$ cat src/include/ecr_pkg.sv
// shared constants, register map and helpers for the ccs timeslot router
`default_nettype none
package ecr_pkg;
    // apb register byte offsets
    localparam logic [11:0] ADDR_CTRL   = 12'h000;
    localparam logic [11:0] ADDR_ROUTE  = 12'h004;
    localparam logic [11:0] ADDR_STATUS = 12'h008;
    localparam int          ADDR_W      = 12;
    localparam int          DATA_W      = 32;

    // ctrl register fields
    localparam int CTRL_MODE_BIT = 0;   // signaling_mode_select
    localparam int CTRL_RATE_BIT = 1;   // 1 = 8.192 Mbit/s backplane
    localparam int CTRL_FR_LSB   = 2;   // framer number, two bits
    localparam int CTRL_FR_MSB   = 3;
    localparam logic [31:0] CTRL_RESET  = 32'h0000_0000;

    // route register fields: enables and channel selects
    localparam int ROUTE_EN_LSB  = 0;   // three side route enables
    localparam int SEL0_LSB      = 8;   // slot 15 channel select
    localparam int SEL1_LSB      = 16;  // slot 16 channel select
    localparam int SEL2_LSB      = 24;  // slot 31 channel select
    localparam int SEL_W         = 5;
    localparam logic [31:0] ROUTE_RESET = 32'h0000_0000;
    localparam logic [31:0] ROUTE_MASK  = 32'h1F1F_1F07;
    localparam logic [31:0] CTRL_MASK   = 32'h0000_000F;

    // line timeslots that carry common channel signaling
    localparam int          NSLOT   = 3;
    localparam logic [4:0]  SLOT_A  = 5'h0F;
    localparam logic [4:0]  SLOT_B  = 5'h10;
    localparam logic [4:0]  SLOT_C  = 5'h1F;
    localparam int          CHAN_W  = 7;    // backplane channel index width
    localparam int          BYTE_W  = 8;
    localparam logic [7:0]  BYTE_IDLE = 8'h00;

    // two-entry transmit buffer: ccs flag, slot, byte
    localparam int          BUF_W     = 1 + 5 + BYTE_W;
    localparam int          BUF_DEPTH = 2;
    localparam logic [1:0]  CNT_FULL  = 2'h2;
    localparam logic [1:0]  CNT_EMPTY = 2'h0;
    localparam logic [1:0]  CNT_ONE   = 2'h1;

    // backplane channel for timeslot t: m*t+n, m=1/n=0 or m=4/n=framer
    function automatic logic [6:0] chan_of(input logic [4:0] t,
                                           input logic       rate8,
                                           input logic [1:0] fr);
        logic [6:0] c;
        c = rate8 ? {t, fr} : {2'h0, t};
        return c;
    endfunction
endpackage
`default_nettype wire

$ cat src/core/ecr_router.sv
// ccs timeslot router with apb registers and two-entry transmit buffer
// Overview of operation
// - ccs routing only while mode select set
// - fill slots 15, 16, 31 every frame
// - route off: slot from data input stream
// - route on: slot from control input stream
// - three route enables are independent
// - 5-bit select picks control input channel
// - b7..b0 map to line bits 1..8
// - 2.048 rate: channel equals timeslot
// - 8.192 rate: channel is 4t plus framer
// - received ccs slots always to data output
// - route off: no copy to control output
// - route on: copy to control output too
// - same selects choose control output channel
// - mode select clear means cas mode
//
// The placing of the registers and the APB slave port are this design's own decisions.
`timescale 1ns/100ps
`default_nettype none
module ecr_router
(
    input  wire logic        pclk,              // 250 MHz bus and core clock
    input  wire logic        presetn,           // async reset, active low
    input  wire logic        psel,              // apb select
    input  wire logic        penable,           // apb access phase
    input  wire logic        pwrite,            // apb direction
    input  wire logic [11:0] paddr,             // apb byte address
    input  wire logic [31:0] pwdata,            // apb write data
    output logic      [31:0] prdata,            // apb read data
    output logic             pready,            // apb ready
    output logic             pslverr,           // apb error, unmapped
    input  wire logic        bp_in_valid,       // backplane channel strobe
    input  wire logic [6:0]  bp_in_chan,        // backplane channel index
    input  wire logic [7:0]  data_stream_in,    // data input stream byte
    input  wire logic [7:0]  control_stream_in, // control input stream byte
    input  wire logic        line_tx_req,       // framer asks for a slot
    input  wire logic [4:0]  line_tx_req_slot,  // requested line timeslot
    output logic             line_tx_req_ready, // buffer can take request
    output logic             line_tx_valid,     // transmit byte available
    input  wire logic        line_tx_ready,     // framer takes the byte
    output logic [4:0]       line_tx_slot,      // line timeslot of byte
    output logic [7:0]       line_tx_byte,      // byte, bit 7 is line bit 1
    output logic             line_tx_ccs,       // byte filled by this block
    input  wire logic        line_rx_valid,     // received slot strobe
    input  wire logic [4:0]  line_rx_slot,      // received line timeslot
    input  wire logic [7:0]  line_rx_byte,      // received byte
    input  wire logic        bp_out_req,        // backplane output strobe
    input  wire logic [6:0]  bp_out_chan,       // output channel index
    output logic             data_out_en,       // drive data output stream
    output logic [7:0]       data_stream_out,   // data output stream byte
    output logic             control_out_en,    // drive control output
    output logic [7:0]       control_stream_out,// control output byte
    output logic             cas_mode           // mode select clear
);
    // configuration registers
    logic [31:0] ctrl_q;                        // mode, rate, framer
    logic [31:0] route_q;                       // enables and selects
    // apb answer registers
    logic [31:0] prdata_q;
    logic        pready_q;
    logic        pslverr_q;

    // decoded configuration
    wire         ccs_on  = ctrl_q[ecr_pkg::CTRL_MODE_BIT];
    wire         rate8   = ctrl_q[ecr_pkg::CTRL_RATE_BIT];
    wire [1:0]   framer  = ctrl_q[ecr_pkg::CTRL_FR_MSB:ecr_pkg::CTRL_FR_LSB];
    // bus decode
    // acc: first access edge; done: the edge that sees pready high
    wire         acc     = psel & penable & ~pready_q;
    wire         done    = psel & penable & pready_q;
    wire         hit_ctl = (paddr == ecr_pkg::ADDR_CTRL);
    wire         hit_rte = (paddr == ecr_pkg::ADDR_ROUTE);
    wire         hit_sts = (paddr == ecr_pkg::ADDR_STATUS);
    wire         mapped  = hit_ctl | hit_rte | hit_sts;
    wire         wr_ctl  = done & pwrite & hit_ctl;
    wire         wr_rte  = done & pwrite & hit_rte;
    // mode select as it stands after this edge, so that cas_mode never
    // lags the ctrl register by a cycle around a write
    wire         mode_d  = wr_ctl ? pwdata[ecr_pkg::CTRL_MODE_BIT] : ccs_on;

    // per-slot constants and settings
    logic [4:0]  slot_num [ecr_pkg::NSLOT];
    logic [4:0]  slot_sel [ecr_pkg::NSLOT];
    logic [2:0]  side_en;                       // one enable per slot
    // captured bytes per slot
    logic [7:0]  dat_cap_q [ecr_pkg::NSLOT];    // from data input stream
    logic [7:0]  ctl_cap_q [ecr_pkg::NSLOT];    // from control input stream
    logic [7:0]  rx_cap_q  [ecr_pkg::NSLOT];    // from line receive
    logic [7:0]  tx_pick   [ecr_pkg::NSLOT];    // chosen transmit source
    logic [2:0]  tx_hit;                        // requested slot match
    logic [2:0]  rx_hit;                        // received slot match
    logic [2:0]  dout_hit;                      // data output channel match
    logic [2:0]  cout_hit;                      // control output match

    assign slot_num[0] = ecr_pkg::SLOT_A;
    assign slot_num[1] = ecr_pkg::SLOT_B;
    assign slot_num[2] = ecr_pkg::SLOT_C;
    assign slot_sel[0] = route_q[ecr_pkg::SEL0_LSB +: ecr_pkg::SEL_W];
    assign slot_sel[1] = route_q[ecr_pkg::SEL1_LSB +: ecr_pkg::SEL_W];
    assign slot_sel[2] = route_q[ecr_pkg::SEL2_LSB +: ecr_pkg::SEL_W];
    assign side_en = route_q[ecr_pkg::ROUTE_EN_LSB +: ecr_pkg::NSLOT];

    // one set of channel matches and captures per ccs timeslot
    genvar k;
    generate
        for (k = 0; k < ecr_pkg::NSLOT; k = k + 1)
        begin : g_slot
            // channel positions of this slot on the backplane
            wire [6:0] dchan;
            wire [6:0] cchan;
            // 4t plus framer at high rate
            assign dchan = ecr_pkg::chan_of(slot_num[k], rate8, framer);
            assign cchan = ecr_pkg::chan_of(slot_sel[k], rate8, framer);
            assign tx_pick[k]  = side_en[k] ? ctl_cap_q[k] : dat_cap_q[k];
            assign tx_hit[k]   = (line_tx_req_slot == slot_num[k]);
            assign rx_hit[k]   = line_rx_valid & (line_rx_slot == slot_num[k]);
            assign dout_hit[k] = (bp_out_chan == dchan);
            assign cout_hit[k] = side_en[k] & (bp_out_chan == cchan);

            // capture backplane bytes at their channel positions
            // one channel may feed both captures when selects overlap
            always_ff @(posedge pclk or negedge presetn)
            begin
                if (!presetn)
                begin
                    dat_cap_q[k] <= ecr_pkg::BYTE_IDLE;
                    ctl_cap_q[k] <= ecr_pkg::BYTE_IDLE;
                end
                else if (bp_in_valid)
                begin
                    if (bp_in_chan == dchan)
                        dat_cap_q[k] <= data_stream_in;
                    if (bp_in_chan == cchan)
                        ctl_cap_q[k] <= control_stream_in;
                end
            end

            // capture received line bytes of this slot
            always_ff @(posedge pclk or negedge presetn)
            begin
                if (!presetn)
                    rx_cap_q[k] <= ecr_pkg::BYTE_IDLE;
                else if (rx_hit[k] && ccs_on)
                    rx_cap_q[k] <= line_rx_byte;
            end
        end
    endgenerate

    // transmit selection: lowest matching slot, flag marks ccs fill
    // a request for any other slot still takes a buffer entry
    wire        tx_any  = ccs_on & (|tx_hit);
    wire [7:0]  tx_byte = tx_hit[0] ? tx_pick[0] :
                          tx_hit[1] ? tx_pick[1] :
                          tx_hit[2] ? tx_pick[2] : ecr_pkg::BYTE_IDLE;
    // every request for a ccs slot gets a byte
    // cas mode leaves slot unfilled here
    wire [13:0] push_word = {tx_any, line_tx_req_slot,
                             tx_any ? tx_byte : ecr_pkg::BYTE_IDLE};

    // receive output selection, lowest slot wins on equal selects
    // bytes hold the last capture until the next received frame
    wire        dout_any  = ccs_on & (|dout_hit);
    wire [7:0]  dout_byte = dout_hit[0] ? rx_cap_q[0] :
                            dout_hit[1] ? rx_cap_q[1] : rx_cap_q[2];
    wire        cout_any  = ccs_on & (|cout_hit);
    wire [7:0]  cout_byte = cout_hit[0] ? rx_cap_q[0] :
                            cout_hit[1] ? rx_cap_q[1] : rx_cap_q[2];

    // two-entry shift buffer, entry 0 is the head
    logic [13:0] buf_q [ecr_pkg::BUF_DEPTH];
    logic [1:0]  cnt_q;
    logic        req_rdy_q;
    logic        valid_q;                       // head entry present
    wire         push   = line_tx_req & req_rdy_q;
    wire         pop    = line_tx_valid & line_tx_ready;
    wire [1:0]   cnt_d  = cnt_q + {1'b0, push} - {1'b0, pop};
    // head after a pop comes from entry 1 or a simultaneous push
    wire         pop_one = (cnt_q == ecr_pkg::CNT_ONE);
    wire         head_ld = (cnt_q == ecr_pkg::CNT_EMPTY) |
                           (pop & pop_one);
    wire         tail_ld = push & ((cnt_q == ecr_pkg::CNT_ONE & ~pop) |
                                   (cnt_q == ecr_pkg::CNT_FULL & pop));

    // buffer storage and occupancy
    always_ff @(posedge pclk or negedge presetn)
    begin
        if (!presetn)
        begin
            buf_q[0]  <= '0;
            buf_q[1]  <= '0;
            cnt_q     <= ecr_pkg::CNT_EMPTY;
            req_rdy_q <= 1'b1;
        end
        else
        begin
            cnt_q     <= cnt_d;
            req_rdy_q <= (cnt_d != ecr_pkg::CNT_FULL);
            if (pop && !pop_one)
                buf_q[0] <= buf_q[1];
            else if (push && head_ld)
                buf_q[0] <= push_word;
            if (tail_ld)
                buf_q[1] <= push_word;
        end
    end

    // head valid flag from its own flop; follows the next count value
    always_ff @(posedge pclk or negedge presetn)
    begin
        if (!presetn)
            valid_q <= 1'b0;
        else
            valid_q <= (cnt_d != ecr_pkg::CNT_EMPTY);
    end

    // backplane output registers, one answer per strobe
    // enables pulse for one cycle per strobe on a matching slot channel; bytes follow bp_out_chan every cycle, idle when no slot matches
    always_ff @(posedge pclk or negedge presetn)
    begin
        if (!presetn)
        begin
            data_out_en        <= 1'b0;
            data_stream_out    <= ecr_pkg::BYTE_IDLE;
            control_out_en     <= 1'b0;
            control_stream_out <= ecr_pkg::BYTE_IDLE;
        end
        else
        begin
            data_out_en        <= bp_out_req & dout_any;
            data_stream_out    <= dout_any ? dout_byte : ecr_pkg::BYTE_IDLE;
            control_out_en     <= bp_out_req & cout_any;
            control_stream_out <= cout_any ? cout_byte : ecr_pkg::BYTE_IDLE;
        end
    end

    // read mux: status shows buffer fill and routing state
    // unmapped reads return zero alongside pslverr
    wire [31:0] status_w = {24'h0, 1'b0, req_rdy_q, cnt_q,
                            1'b0, side_en & {3{ccs_on}}};
    wire [31:0] rd_mux   = hit_ctl ? ctrl_q :
                           hit_rte ? route_q :
                           hit_sts ? status_w : 32'h0000_0000;

    // apb slave: ready one cycle into access, write at completion
    // a write lands only at the edge that completes the access
    always_ff @(posedge pclk or negedge presetn)
    begin
        if (!presetn)
        begin
            ctrl_q    <= ecr_pkg::CTRL_RESET;
            route_q   <= ecr_pkg::ROUTE_RESET;
            prdata_q  <= 32'h0000_0000;
            pready_q  <= 1'b0;
            pslverr_q <= 1'b0;
        end
        else
        begin
            pready_q  <= acc;
            pslverr_q <= acc & ~mapped;
            prdata_q  <= (acc & ~pwrite) ? rd_mux : 32'h0000_0000;
            if (wr_ctl)
                ctrl_q <= pwdata & ecr_pkg::CTRL_MASK;
            if (wr_rte)
                route_q <= pwdata & ecr_pkg::ROUTE_MASK;
        end
    end

    // mode flag for the cas path
    // loaded at the same edge as ctrl_q so both always agree
    always_ff @(posedge pclk or negedge presetn)
    begin
        if (!presetn)
            cas_mode <= 1'b1;
        else
            cas_mode <= ~mode_d;
    end

    // apb answer comes straight from its flops
    assign prdata            = prdata_q;
    assign pready            = pready_q;
    assign pslverr           = pslverr_q;
    // buffer side outputs: ready flag, valid flag and the head entry
    assign line_tx_req_ready = req_rdy_q;
    assign line_tx_valid     = valid_q;
    // head entry layout: ccs flag on top, then slot, byte at the bottom
    assign line_tx_ccs       = buf_q[0][ecr_pkg::BUF_W-1];
    assign line_tx_slot      = buf_q[0][ecr_pkg::BUF_W-2:ecr_pkg::BYTE_W];
    assign line_tx_byte      = buf_q[0][ecr_pkg::BYTE_W-1:0];
endmodule
`default_nettype wire

$ cat config.mk
export PLATFORM = sky130hd
export DESIGN_NAME = ecr_router
export DESIGN_NICKNAME = d
export VERILOG_FILES = /design/src/include/ecr_pkg.sv /design/src/core/ecr_router.sv
export SDC_FILE = /design/constraint.sdc
export NUM_CORES = 1
export LEC_CHECK = 0
export BUFFER_PORTS_ARGS = -buffer_cell sky130_fd_sc_hd__buf_4
export CAP_MARGIN = 30
export CORE_ASPECT_RATIO = 1.5
export CORE_MARGIN = 2
export CORE_UTILIZATION = 56
export DETAILED_ROUTE_END_ITERATION = 8
export PLACE_DENSITY_LB_ADDON = 0.3
export SLEW_MARGIN = 20
export SYNTH_ARGS = -nofsm -noshare
export SYNTH_HDL_FRONTEND = slang
export SYNTH_SLANG_ARGS = --single-unit
$ cat constraint.sdc
create_clock -name pclk -period 2.9 [get_ports pclk]
set_clock_uncertainty 0.1 [all_clocks]
set_input_delay 0.435 -clock pclk [delete_from_list [all_inputs] [get_ports pclk]]
set_output_delay 0.435 -clock pclk [all_outputs]
set_load 0.02 [all_outputs]
==> results.md <==
* Register bit total from synthesis at 169
* Synthesis Warnings at 0
* Reg2Reg Setup Slack at 0.22 ns
* Hold Crit Depth at 2
* Final worst path period need at 2.68 ns
* Setup WS post-layout at 0.220 ns
* RSZ-0062 raised after global routing: no
* WL final at 20300 µm
* Lkg Pwr at 5.06 nW
* Largest net degree at the start of global routing at 75
* Sequential group share of total power at 44.8%
* Buf/Inv on CP at 2
* First-pass GRT wire length at 33000 µm
* WL/cell at 19.0 µm
* Initial antenna violation count at 0
* Post-route cell area at 10400 µm²
* Die Y at 155 µm
* Antenna diode instance count at 0
* Remaining global-route overflow at 0
* Boundary Pins at 171
* Top cells by count, synth: dfrtp_1 (167), mux2_2 (116), mux2i_1 (55)
* Area Growth Syn to Fin at 21.8%
* Site Rows at 55
* Global route hottest layer: met2
* Max_slew headroom at 49.4%
* CTS Buf Count at 17
* Share of Yosys cell area claimed by the top area cell type at 49.0%
* Pwr Total at 5.75 mW
* Synth Area per Inst at 11.8 µm²
* Final Non-Filler Cells at 1069
* Share of layout cells above drive strength 1 at 38.7%
* Post-synth EDFFs at 0
* Mapped Cells at 724
* Clock power frac at 41.4%
* Post-place setup slack at 0.247 ns
* Worst setup SP type: register
* Total negative slack at 0 ns
* Crit path max-delay family: simple AND/OR/NAND/NOR gates
* Reg2reg start: ctrl_q[1]
* Routed Antenna Nets at 0
* Drt first pass iters at 5
* Overall die width at 105 µm
* Final setup fails at 0
* Crit path max-delay cell type: dfrtp_2
* Post-synth top flop: dfrtp_1
* Ranking of synthesized cells by area: dfrtp_1 (49%), mux2_2 (15%), mux2i_1 (6.5%)
* Worst IR Drop VDD at 499 µV
* Arr. time, crit path at 2.90 ns
* CP Class: reg2reg
* Setup Buffers After CTS at 0
* Switching Power at 1.49 mW
* Hpwl dp at 14700 µm
* Synth cell types at 63
* Placed inst area at 9750 µm²
* Final Cycle Share at 92.4%
* DR vias at 6140
* Core Util, Final at 69.2%
* Hold Vio Cnt, Final at 0
* Root Buffer: clkbuf_16
* Post-synthesis sequential area ratio at 49.6%
* Die Area at 16300 µm²
* Int Power at 4.26 mW
* Max Fclk at 0.373 GHz
* Critical path endpoint: control_stream_out[7]
* Asr flop ratio synth at 100%
* Synth area leader: dfrtp_1
* Synthesized cell area at 8530 µm²
* Placed Cells at 1036
* Met1 usage at 28.9%
* CP required at 3.12 ns
* Skew-Pair Late Insertion Delay at 0.43 ns
* Gpl congestion at 0.887
* CP most frequent cell: buf_4
* CTS Sinks at 169
* Final Max Tran Viols at 0
* CP max stage delay at 0.64 ns
* Vias in the first global route at 6430
* Logic pwr share at 13.8%
* Total routing usage reported by global routing at 25.9%
* PD cells at 554 nW/µm²
* Clock Pin Slew Worst Setup and Hold Paths at 0.07 ns
* Nets at 961
* Critical path depth in cells at 8
* CP cell instances: buf_4 -> mux2i_2 -> xnor2_1 -> nor4_1 -> and4_1 -> buf_4 -> nand2b_1 -> o211a_1
* Hold Path Class: in2reg
* Met3 Resource Use GR at 5.66%
* M2 GR Usage at 48.6%
* Status: completed
* TritonCTS clock tree: yes
* Clock tree buffer depth at 2
* Drt initial violations at 213
* H-tree depth at 4
* Reg2reg end: control_stream_out[7]
* Cell with the most instances after synthesis: dfrtp_1
* Hold_ws at 0.0639 ns
* R2R depth at 8
* Input/output buffers at 147
* Max-Cap Viols at 0
* CP Launch Point: ctrl_q[1]
* Critical Path Sink Type: register
* Crit path max fanout at 21
* Sw frac at 25.9%
* Worst-Margin Slew at 0.759 ns
* Remaining DRCs at 0
* Core area at 15000 µm²
* Vias/cell at 5.74
* Initial Utilization at 56.9%
==> how the worst min path moves through the flow <==
stage	from	end	slack (ns)
CTS	pwdata[0]	cas_mode	0.05
global placement	buf_q[4]	line_tx_byte[4]	0.36
finish	pwdata[0]	cas_mode	0.06
detailed placement	buf_q[6]	line_tx_byte[6]	0.37
floorplan	presetn	buf_q[0]	0.04
global route	pwdata[0]	cas_mode	0.05
==> repair_timing <==
item / in CTS / in global routing
resized for setup: 0 / 0
hold endpoints to repair: 70 / 0
hold buffers: 1 / 0
==> state kept, by name, summed over array words and instances, names as in the netlist, 5 cells and up <==
| signal | count |
|---|---|
| buf_q | 14 |
| line_tx_slot | 5 |
| data_stream_out | 8 |
| rx_cap_q | 24 |
| prdata | 22 |
| ctl_cap_q | 24 |
| line_tx_byte | 8 |
| route_q | 18 |
| dat_cap_q | 24 |
| control_stream_out | 8 |
==> routing by layer <==
| metal | up-vias | wire (µm) |
|---|---|---|
| met5 | - | 0 |
| met1 | 3103 | 7760 |
| li1 | 2801 | - |
| met2 | 192 | 11200 |
| met3 | 44 | 877 |
| met4 | 0 | 471 |
==> power by group through the flow <==
| stage | logic [mW] | clock network, mW | registers (mW) |
|---|---|---|---|
| after floorplan | 0.514 | 0 | 2.61 |
| after global placement | 0.773 | 0 | 2.61 |
| after detailed placement | 0.801 | 0 | 2.62 |
| after CTS | 0.806 | 2.42 | 2.58 |
| after global routing | 0.884 | 2.50 | 2.59 |
| final | 0.797 | 2.38 | 2.58 |
==> layout make-up <==
cell class	instances	area [µm²]
Fill cell	1115	4620
Sequential cell	169	4230
Multi-Input combinational cell	485	3910
Timing Repair Buffer	175	1330
Clock buffer	18	439
Tap cell	199	249
Clock inverter	14	185
Inverter	9	33.8
==> kinds of logic after synthesis <==
group	count (synthesis)	synth area share, %
adder cells (fa/ha/maj)	2	0.293
XOR/XNOR	45	4.62
AO/OA/AOI/OAI	98	8.29
other	1	0.0440
AND/OR/NAND/NOR	158	10.2
buffers and inverters	79	5.00
multiplexers	172	21.9
flip-flops	169	49.6
==> placed cells by master (no fill, tap or decap), types with 7 or more instances in the layout <==
cell,count
o211a_1,8
xnor2_1,24
a21oi_1,9
buf_4,172
mux2i_1,55
clkbuf_16,17
nand2b_1,13
nand2_1,30
nor4_1,7
nor2_1,33
conb_1,10
o21a_1,8
xor2_1,21
a211oi_1,25
nand3_1,11
and2_1,18
nor2b_1,11
mux2_2,116
o21ai_0,22
dfrtp_1,166
inv_1,9
Power figures use the tool's default switching activity.
